--- src/core/etp_pkg.sv ---
// Package: register map, fields, timing and types of the energy-to-pulse converter
package etp_pkg;

  // ----------------------------------------------------------------
  // Register indices (byte address is four times the index)
  // ----------------------------------------------------------------
  localparam logic [7:0] IDX_MODE_ONE   = 8'h0B;
  localparam logic [7:0] IDX_MODE_TWO   = 8'h0C;
  localparam logic [7:0] IDX_IRQ_EN_LOW = 8'hD9;
  localparam logic [7:0] IDX_IRQ_EN_MID = 8'hDA;
  localparam logic [7:0] IDX_IRQ_EN_HI  = 8'hDB;
  localparam logic [7:0] IDX_IRQ_ST_MID = 8'hDD;
  localparam logic [7:0] IDX_NUM_ONE    = 8'h27;
  localparam logic [7:0] IDX_DEN_ONE    = 8'h28;
  localparam logic [7:0] IDX_NUM_TWO    = 8'h29;
  localparam logic [7:0] IDX_DEN_TWO    = 8'h2A;
  localparam logic [7:0] IDX_DIVIDER    = 8'h30;

  // ----------------------------------------------------------------
  // Field positions
  // ----------------------------------------------------------------
  localparam int POS_DIS_ONE     = 1;
  localparam int POS_DIS_TWO     = 2;
  localparam int POS_CUR_SEL     = 3;
  localparam int POS_SEL_ONE     = 4;
  localparam int POS_SEL_TWO     = 6;
  localparam int POS_FLAG_ONE    = 6;
  localparam int POS_FLAG_TWO    = 7;

  // ----------------------------------------------------------------
  // Reset values and constants
  // ----------------------------------------------------------------
  localparam logic [7:0]  RST_BYTE      = 8'h00;
  localparam logic [15:0] RST_RATIO     = 16'h0000;
  localparam logic [15:0] IRQ_VECTOR    = 16'h004B;
  localparam logic [1:0]  SEL_ACTIVE    = 2'h0;
  localparam logic [1:0]  SEL_REACTIVE  = 2'h1;

  // ----------------------------------------------------------------
  // Timing
  // ----------------------------------------------------------------
  localparam int CLK_PERIOD_NS    = 5;
  localparam int LOW_TIME_MS      = 90;
  localparam int LONG_PERIOD_MS   = 180;
  localparam int LOW_TIME_CYC     = (LOW_TIME_MS * 1000000) / CLK_PERIOD_NS;
  localparam int LONG_PERIOD_CYC  = (LONG_PERIOD_MS * 1000000) / CLK_PERIOD_NS;
  localparam int TIME_W           = 26;

  // ----------------------------------------------------------------
  // Types
  // ----------------------------------------------------------------
  typedef struct packed {
    logic active;
    logic reactive;
    logic apparent;
    logic irms;
  } etp_lsb_type;

endpackage : etp_pkg

--- src/core/etp_top.sv ---
// Energy-to-pulse converter: two calibration pulse outputs with APB registers
`timescale 1ns/10ps
`default_nettype none

module etp_top
  import etp_pkg::*;
#(
  parameter int LOW_CYC  = etp_pkg::LOW_TIME_CYC,
  parameter int LONG_CYC = etp_pkg::LONG_PERIOD_CYC
) (
  input  wire logic               REF_CLK,
  input  wire logic               SYS_RST,
  input  wire logic               PSEL,
  input  wire logic               PENABLE,
  input  wire logic               PWRITE,
  input  wire logic [31:0]        PADDR,
  input  wire logic [31:0]        PWDATA,
  output logic      [31:0]        PRDATA,
  output logic                    PREADY,
  output logic                    PSLVERR,
  input  wire etp_pkg::etp_lsb_type ENERGY_LSB,
  output logic                    PULSE_ONE_N,
  output logic                    PULSE_TWO_N,
  output logic                    ENERGY_IRQ,
  output logic      [15:0]        ENERGY_IRQ_VECTOR,
  output logic                    APPARENT_ACC_CURRENT
);
  import etp_pkg::*;

  // ----------------------------------------------------------------
  // Helpers
  // ----------------------------------------------------------------
  function automatic logic [15:0] nz(input logic [15:0] v);
    nz = (v == 16'h0000) ? 16'h0001 : v;
  endfunction : nz

  function automatic logic pick(input logic [1:0] sel, input logic cur, input etp_lsb_type s);
    if (sel == SEL_ACTIVE) begin
      pick = s.active;
    end else if (sel == SEL_REACTIVE) begin
      pick = s.reactive;
    end else begin
      pick = cur ? s.irms : s.apparent;
    end
  endfunction : pick

  function automatic logic [TIME_W-1:0] low_len(input logic [TIME_W-1:0] per);
    if (per > TIME_W'(LONG_CYC)) begin
      low_len = TIME_W'(LOW_CYC);
    end else if (per > TIME_W'(1)) begin
      low_len = per >> 1;
    end else begin
      low_len = TIME_W'(1);
    end
  endfunction : low_len

  // ----------------------------------------------------------------
  // Registers
  // ----------------------------------------------------------------
  logic [7:0]  mode_one_q;
  logic [7:0]  mode_two_q;
  logic [7:0]  en_low_q;
  logic [7:0]  en_mid_q;
  logic [7:0]  en_hi_q;
  logic [1:0]  flag_q;
  logic [15:0] num_q [2];
  logic [15:0] den_q [2];
  logic [7:0]  divider_q;
  logic [1:0]  out_evt;
  logic [1:0]  out_n;

  logic        wr_en;
  logic [7:0]  idx;
  logic        mapped;

  // ----------------------------------------------------------------
  // Address decode
  // ----------------------------------------------------------------

  assign idx    = PADDR[9:2];
  assign wr_en  = PSEL && PENABLE && PWRITE;
  assign PREADY = 1'b1;

  function automatic logic wr_hit(input logic [7:0] target);
    wr_hit = wr_en && mapped && (idx == target);
  endfunction : wr_hit

  // ----------------------------------------------------------------
  // Read mux
  // ----------------------------------------------------------------

  always_comb begin
    mapped = 1'b1;
    PRDATA = 32'h0000_0000;
    unique case (idx)
      IDX_MODE_ONE:   PRDATA[7:0]  = mode_one_q;
      IDX_MODE_TWO:   PRDATA[7:0]  = mode_two_q;
      IDX_IRQ_EN_LOW: PRDATA[7:0]  = en_low_q;
      IDX_IRQ_EN_MID: PRDATA[7:0]  = en_mid_q;
      IDX_IRQ_EN_HI:  PRDATA[7:0]  = en_hi_q;
      IDX_IRQ_ST_MID: PRDATA[7:6]  = flag_q;
      IDX_NUM_ONE:    PRDATA[15:0] = num_q[0];
      IDX_DEN_ONE:    PRDATA[15:0] = den_q[0];
      IDX_NUM_TWO:    PRDATA[15:0] = num_q[1];
      IDX_DEN_TWO:    PRDATA[15:0] = den_q[1];
      IDX_DIVIDER:    PRDATA[7:0]  = divider_q;
      default:        mapped       = 1'b0;
    endcase
    if (PADDR[1:0] != 2'h0 || PADDR[31:10] != 22'h000000) begin
      mapped = 1'b0;
      PRDATA = 32'h0000_0000;
    end
  end

  // ----------------------------------------------------------------
  // Slave error
  // ----------------------------------------------------------------

  assign PSLVERR = PSEL && PENABLE && !mapped;

  // ----------------------------------------------------------------
  // Mode registers
  // ----------------------------------------------------------------

  always_ff @(posedge REF_CLK or posedge SYS_RST) begin
    if (SYS_RST) begin
      mode_one_q <= RST_BYTE;
    end else if (wr_hit(IDX_MODE_ONE)) begin
      mode_one_q <= PWDATA[7:0];
    end
  end

  always_ff @(posedge REF_CLK or posedge SYS_RST) begin
    if (SYS_RST) begin
      mode_two_q <= RST_BYTE;
    end else if (wr_hit(IDX_MODE_TWO)) begin
      mode_two_q <= PWDATA[7:0];
    end
  end

  // ----------------------------------------------------------------
  // Interrupt enables
  // ----------------------------------------------------------------

  always_ff @(posedge REF_CLK or posedge SYS_RST) begin
    if (SYS_RST) begin
      en_low_q <= RST_BYTE;
    end else if (wr_hit(IDX_IRQ_EN_LOW)) begin
      en_low_q <= PWDATA[7:0];
    end
  end

  always_ff @(posedge REF_CLK or posedge SYS_RST) begin
    if (SYS_RST) begin
      en_mid_q <= RST_BYTE;
    end else if (wr_hit(IDX_IRQ_EN_MID)) begin
      en_mid_q <= PWDATA[7:0];
    end
  end

  always_ff @(posedge REF_CLK or posedge SYS_RST) begin
    if (SYS_RST) begin
      en_hi_q <= RST_BYTE;
    end else if (wr_hit(IDX_IRQ_EN_HI)) begin
      en_hi_q <= PWDATA[7:0];
    end
  end

  // ----------------------------------------------------------------
  // Ratio and divider
  // ----------------------------------------------------------------

  always_ff @(posedge REF_CLK or posedge SYS_RST) begin
    if (SYS_RST) begin
      divider_q <= RST_BYTE;
    end else if (wr_hit(IDX_DIVIDER)) begin
      divider_q <= PWDATA[7:0];
    end
  end

  always_ff @(posedge REF_CLK or posedge SYS_RST) begin
    if (SYS_RST) begin
      num_q[0] <= RST_RATIO;
    end else if (wr_hit(IDX_NUM_ONE)) begin
      num_q[0] <= PWDATA[15:0];
    end
  end

  always_ff @(posedge REF_CLK or posedge SYS_RST) begin
    if (SYS_RST) begin
      den_q[0] <= RST_RATIO;
    end else if (wr_hit(IDX_DEN_ONE)) begin
      den_q[0] <= PWDATA[15:0];
    end
  end

  always_ff @(posedge REF_CLK or posedge SYS_RST) begin
    if (SYS_RST) begin
      num_q[1] <= RST_RATIO;
    end else if (wr_hit(IDX_NUM_TWO)) begin
      num_q[1] <= PWDATA[15:0];
    end
  end

  always_ff @(posedge REF_CLK or posedge SYS_RST) begin
    if (SYS_RST) begin
      den_q[1] <= RST_RATIO;
    end else if (wr_hit(IDX_DEN_TWO)) begin
      den_q[1] <= PWDATA[15:0];
    end
  end

  // ----------------------------------------------------------------
  // Status flags and interrupt
  // ----------------------------------------------------------------
  always_ff @(posedge REF_CLK or posedge SYS_RST) begin
    if (SYS_RST) begin
      flag_q <= 2'h0;
    end else begin
      for (int i = 0; i < 2; i++) begin
        if (out_evt[i]) begin
          flag_q[i] <= 1'b1;
        end else if (wr_hit(IDX_IRQ_ST_MID) && !PWDATA[POS_FLAG_ONE + i]) begin
          flag_q[i] <= 1'b0;
        end
      end
    end
  end

  // ----------------------------------------------------------------
  // Interrupt and current-select outputs
  // ----------------------------------------------------------------

  assign ENERGY_IRQ        = |(flag_q & en_mid_q[POS_FLAG_TWO:POS_FLAG_ONE]);
  assign ENERGY_IRQ_VECTOR = IRQ_VECTOR;
  assign APPARENT_ACC_CURRENT = mode_two_q[POS_CUR_SEL];

  // ----------------------------------------------------------------
  // Converters and pulse shapers
  // ----------------------------------------------------------------
  logic [1:0]        dis;
  logic [1:0]        src;
  logic [7:0]        pre_q    [2];
  logic [16:0]       acc_q    [2];
  logic [TIME_W-1:0] period_q [2];
  logic [TIME_W-1:0] low_q    [2];
  logic [1:0]        dfc;

  // ----------------------------------------------------------------
  // Source selection
  // ----------------------------------------------------------------

  assign dis[0] = mode_one_q[POS_DIS_ONE];
  assign dis[1] = mode_one_q[POS_DIS_TWO];
  assign src[0] = pick(mode_two_q[POS_SEL_ONE +: 2], mode_two_q[POS_CUR_SEL], ENERGY_LSB);
  assign src[1] = pick(mode_two_q[POS_SEL_TWO +: 2], mode_two_q[POS_CUR_SEL], ENERGY_LSB);

  for (genvar c = 0; c < 2; c++) begin : g_ch
    logic [15:0] den_eff;
    logic [15:0] num_eff;
    logic [16:0] acc_sum;

    // ----------------------------------------------------------------
    // Effective ratio
    // ----------------------------------------------------------------

    assign den_eff = nz(den_q[c]);
    assign num_eff = (nz(num_q[c]) > den_eff) ? den_eff : nz(num_q[c]);
    assign acc_sum = acc_q[c] + {1'b0, num_eff};
    assign dfc[c]  = src[c] && (divider_q <= 8'h01 || pre_q[c] == divider_q - 8'h01);
    assign out_evt[c] = !dis[c] && dfc[c] && acc_sum >= {1'b0, den_eff};

    // ----------------------------------------------------------------
    // Prescaler
    // ----------------------------------------------------------------

    always_ff @(posedge REF_CLK or posedge SYS_RST) begin
      if (SYS_RST) begin
        pre_q[c] <= 8'h00;
      end else if (src[c]) begin
        pre_q[c] <= dfc[c] ? 8'h00 : pre_q[c] + 8'h01;
      end
    end

    // ----------------------------------------------------------------
    // Ratio accumulator
    // ----------------------------------------------------------------

    always_ff @(posedge REF_CLK or posedge SYS_RST) begin
      if (SYS_RST) begin
        acc_q[c] <= 17'h00000;
      end else if (dis[c]) begin
        acc_q[c] <= 17'h00000;
      end else if (dfc[c]) begin
        acc_q[c] <= out_evt[c] ? acc_sum - {1'b0, den_eff} : acc_sum;
      end
    end

    // ----------------------------------------------------------------
    // Period measurement
    // ----------------------------------------------------------------

    always_ff @(posedge REF_CLK or posedge SYS_RST) begin
      if (SYS_RST) begin
        period_q[c] <= '1;
      end else if (dis[c]) begin
        period_q[c] <= '1;
      end else if (out_evt[c]) begin
        period_q[c] <= TIME_W'(1);
      end else if (period_q[c] != '1) begin
        period_q[c] <= period_q[c] + TIME_W'(1);
      end
    end

    // ----------------------------------------------------------------
    // Low time
    // ----------------------------------------------------------------

    always_ff @(posedge REF_CLK or posedge SYS_RST) begin
      if (SYS_RST) begin
        low_q[c] <= '0;
      end else if (dis[c]) begin
        low_q[c] <= '0;
      end else if (out_evt[c]) begin
        low_q[c] <= low_len(period_q[c]);
      end else if (low_q[c] > TIME_W'(1)) begin
        low_q[c] <= low_q[c] - TIME_W'(1);
      end else begin
        low_q[c] <= '0;
      end
    end

    // ----------------------------------------------------------------
    // Output level
    // ----------------------------------------------------------------

    always_ff @(posedge REF_CLK or posedge SYS_RST) begin
      if (SYS_RST) begin
        out_n[c] <= 1'b1;
      end else if (dis[c]) begin
        out_n[c] <= 1'b1;
      end else if (out_evt[c]) begin
        out_n[c] <= 1'b0;
      end else if (low_q[c] <= TIME_W'(1)) begin
        out_n[c] <= 1'b1;
      end
    end
  end

  // ----------------------------------------------------------------
  // Output pins
  // ----------------------------------------------------------------

  assign PULSE_ONE_N = out_n[0];
  assign PULSE_TWO_N = out_n[1];

endmodule : etp_top

`default_nettype wire

--- config.mk ---
export PLATFORM = sky130hd
export DESIGN_NAME = etp_top
export DESIGN_NICKNAME = d
export VERILOG_FILES = /design/src/core/etp_pkg.sv /design/src/core/etp_top.sv
export SDC_FILE = /design/constraint.sdc
export NUM_CORES = 1
export LEC_CHECK = 0
export BUFFER_PORTS_ARGS = -buffer_cell sky130_fd_sc_hd__buf_2
export CAP_MARGIN = 20
export CORE_UTILIZATION = 45
export CTS_CLUSTER_DIAMETER = 120
export DETAILED_ROUTE_END_ITERATION = 8
export PLACE_DENSITY = 0.6
export SLEW_MARGIN = 0
export SYNTH_ARGS = -nofsm -noshare
export SYNTH_HDL_FRONTEND = slang
export SYNTH_SLANG_ARGS = --single-unit
--- constraint.sdc ---
create_clock -name REF_CLK -period 11.4 [get_ports REF_CLK]
set_input_delay 1.71 -clock REF_CLK [delete_from_list [all_inputs] [get_ports REF_CLK]]
set_output_delay 1.71 -clock REF_CLK [all_outputs]
set_load 0.005 [all_outputs]
==> flow_metrics.tcl <==
set metrics [dict create \
    status "finished clean" \
    final_common_cell "dfrtp_1" \
    total_power_mw 4.04 \
    finalNetCount 2220 \
    comb_power_share_pct 43.7 \
    post_synth_inst_count 2017 \
    dp_cells 2533 \
    power_frac_seq_pct 30.9 \
    drc 0 \
    clock_sinks 270 \
    synthDistinctLibCells 87 \
    clockPowerShare_pct 25.4 \
    synthesis.area_sq_um 19100 \
    swShare_pct 39.1 \
    via_per_inst 5.93 \
    p_per_area_nw_per_um2 195 \
    area_growth_pct 8.64 \
    slowest_delay_ps 920 \
    stdcell_count 2594 \
    multi_input_area_sq_um 11400 \
    cp-start-kind "register" \
    post_cts_buffers 0 \
    ios 127 \
    hold_end "PULSE_ONE_N" \
    grt_antenna_before_repair 1 \
    whs_path_depth 2 \
    critPathKind "register to register" \
    core_sq_um 41900 \
    r2r_start "den_q[5]" \
    nFillCells 3961 \
    holdWs_ps 461 \
    fin_area_sq_um 20700 \
    syn_avg_cell_area_sq_um 9.46 \
    ys_seq_elements 270 \
    min_period_ps 8130 \
    synth_edf_count 0 \
    ys_seq_area_share_pct 35.8 \
    drt_iter0_markers 1121 \
    dp_hpwl_um 36300 \
    die_w_um 208 \
    crit_arrival_ps 8610 \
    regToRegEndpoint "low_q[11]" \
    hold_viol_final 0 \
    setup_violations 0 \
    io_buffers 77 \
    place_ws_ps 3030 \
    clk_latency_ps 590 \
    die-area_sq_um 43200 \
    synth_warnings 0 \
    htree_levels 1 \
    drive_gt1_share_pct 18.3 \
    drtAntennaViolNets 0 \
    overflow 0 \
    leakage_nw 9.12 \
    cts_hold_buf 0 \
    root_buffer "clkbuf_16" \
    crit_path_top_delay_cell "a21oi_1" \
    rsz0062_at_grt "no" \
    path_common_cell "a21oi_1" \
    crit_path_end_kind "register" \
    clk_pin_slew_ps 60 \
    finalCritPeriodShare_pct 71.4 \
    first_global_vias 15475 \
    r2r_slack_ps 3270 \
    internal_power_mw 2.46 \
    postRouteWirelength_um 50300 \
    wl_met2_um 23700 \
    cts_resized 0 \
    critPathRequiredTime_ps 11880 \
    std_cell_rows 75 \
    grt_pass1_wl_um 82600 \
    tightest_slew_ps 1090 \
    wl_met1_um 23300 \
    drv_cap 0 \
    hold_start "PULSE_ONE_N" \
    grt_max_degree 142 \
    routed.top_layer "met4" \
    met3_length_um 2030 \
    max_slew_margin_pct 27.2 \
    place.gp.congestion 0.884 \
    crit_fanout 26 \
    p_sw_mw 1.58 \
    finalClockSkew_ps 17.4 \
    ys_async_sr_fraction_pct 100 \
    fmax_ghz 0.123 \
    slew_violations 0 \
    ff2ff_path_depth 26 \
    ir_drop_uv 122 \
    seqCellArea_sq_um 6820 \
    die_h_um 208 \
    place_area_sq_um 19700 \
    mostFrequentLayoutCells "dfrtp_1, nor2_1, mux2_2" \
    floorplan.initialDensity_pct 45.6 \
    cts_buffers 31 \
    worst_slack_ps 3270 \
    grtUsageTotal_pct 23.4 \
    setup_tns_ps 0 \
    synthFlopType "dfrtp_1" \
    wl_per_cell_um 19.4 \
    firstDrtPassIters 7 \
    cts_tree "yes" \
    hp-class "register to register" \
    fin_util_pct 49.5 \
    vias 15387 \
    clockBufferDepth 3 \
]
==> worst max path at each step <==
stage                     startpoint           end  slack [ps]  cells past startpoint
after floorplan              SYS_RST      acc_q[0]        2340                      1
after global placement     den_q[28]  period_q[28]        3070                     30
after detailed placement   den_q[17]  period_q[36]        3030                     30
after CTS                  den_q[17]  period_q[36]        2990                     30
after global routing        den_q[5]     low_q[11]        2610                     26
final                       den_q[5]     low_q[11]        3270                     26
==> sequential cells by signal (all words and copies together) (netlist names), 16 cells and up <==
signal,cells
den_q,32
num_q,32
low_q,52
acc_q,34
period_q,52
pre_q,16
==> power groups by stage <==
stage / combinational (mW) / clock [mW] / sequential, mW
global placement: 1.71 / 0 / 1.26
CTS: 1.75 / 1.05 / 1.25
finish: 1.76 / 1.02 / 1.25
floorplan: 1.41 / 0 / 1.23
detailed placement: 1.74 / 0 / 1.26
global route: 1.98 / 1.08 / 1.27
==> cell type report <==
| cell class | count | area share (%) |
|---|---|---|
| multi-input combinational | 1558 | 54.9 |
| sequential | 270 | 32.9 |
| clock buffer | 44 | 4.27 |
| tap | 539 | 3.25 |
| timing repair buffer | 91 | 2.46 |
| inverter | 77 | 1.43 |
| clock inverter | 14 | 0.773 |
| antenna | 1 | 0.0121 |
==> cell families after synthesis <==
family                   Yosys count  share of synthesized area, %
AND/OR/NAND/NOR                  597                          16.3
AO/OA/AOI/OAI                    491                          17.5
buffers and inverters            220                          5.29
flip-flops                       270                          35.8
XOR/XNOR                         149                          7.43
multiplexers                     170                          9.86
other                              2                        0.0394
adder cells (fa/ha/maj)          118                          7.90
==> layer usage <==
layer,vias to the layer above,GRT usage [%]
met3,89,2.45
met4,0,7.43
li1,7356,-
met2,384,39.2
met5,-,0
met1,7558,31.9
==> synth_stat cells, types with 7 or more instances <==
| cell type | number | area [sq um] |
|---|---|---|
| nor2b_1 | 17 | 106 |
| buf_1 | 9 | 33.8 |
| o21a_1 | 16 | 120 |
| o2bb2ai_2 | 9 | 135 |
| a22oi_1 | 17 | 128 |
| a41oi_1 | 7 | 61.3 |
| a21o_1 | 26 | 195 |
| o31ai_1 | 12 | 90.1 |
| a21oi_1 | 128 | 641 |
| and3_1 | 30 | 188 |
| o22ai_1 | 14 | 87.6 |
| a221oi_1 | 10 | 87.6 |
| nand4_1 | 30 | 188 |
| dfrtp_1 | 216 | 5410 |
| o31a_1 | 9 | 78.8 |
| a211oi_1 | 32 | 240 |
| inv_1 | 76 | 285 |
| o211ai_1 | 8 | 60.1 |
| mux2i_1 | 26 | 260 |
| mux2_2 | 134 | 1510 |
| xnor2_1 | 87 | 762 |
| nand2_1 | 130 | 488 |
| a31oi_1 | 24 | 150 |
| clkbuf_1 | 77 | 289 |
| a222oi_1 | 8 | 80.1 |
| ha_1 | 114 | 1430 |
| o2bb2ai_1 | 24 | 210 |
| o21ai_0 | 88 | 440 |
| nor2_1 | 151 | 567 |
| mux2_1 | 10 | 113 |
| dfstp_2 | 54 | 1420 |
| xor2_1 | 54 | 473 |
| nand2b_1 | 15 | 93.8 |
| or3_1 | 15 | 93.8 |
| nor3_1 | 58 | 290 |
| and2_1 | 8 | 50.1 |
| or4_1 | 10 | 75.1 |
| nor4_1 | 39 | 244 |
| buf_4 | 37 | 278 |
| buf_2 | 17 | 85.1 |
| nand3_1 | 51 | 255 |
==> critical path, delay by kind of cell (launching register included) <==
family                   cells  cell delay [ps]
AO/OA/AOI/OAI               17             4680
XOR/XNOR                     1              170
adder cells (fa/ha/maj)      3              970
flip-flops                   1              430
multiplexers                 1              370
AND/OR/NAND/NOR              4             1410
Power figures use the tool's default switching activity.
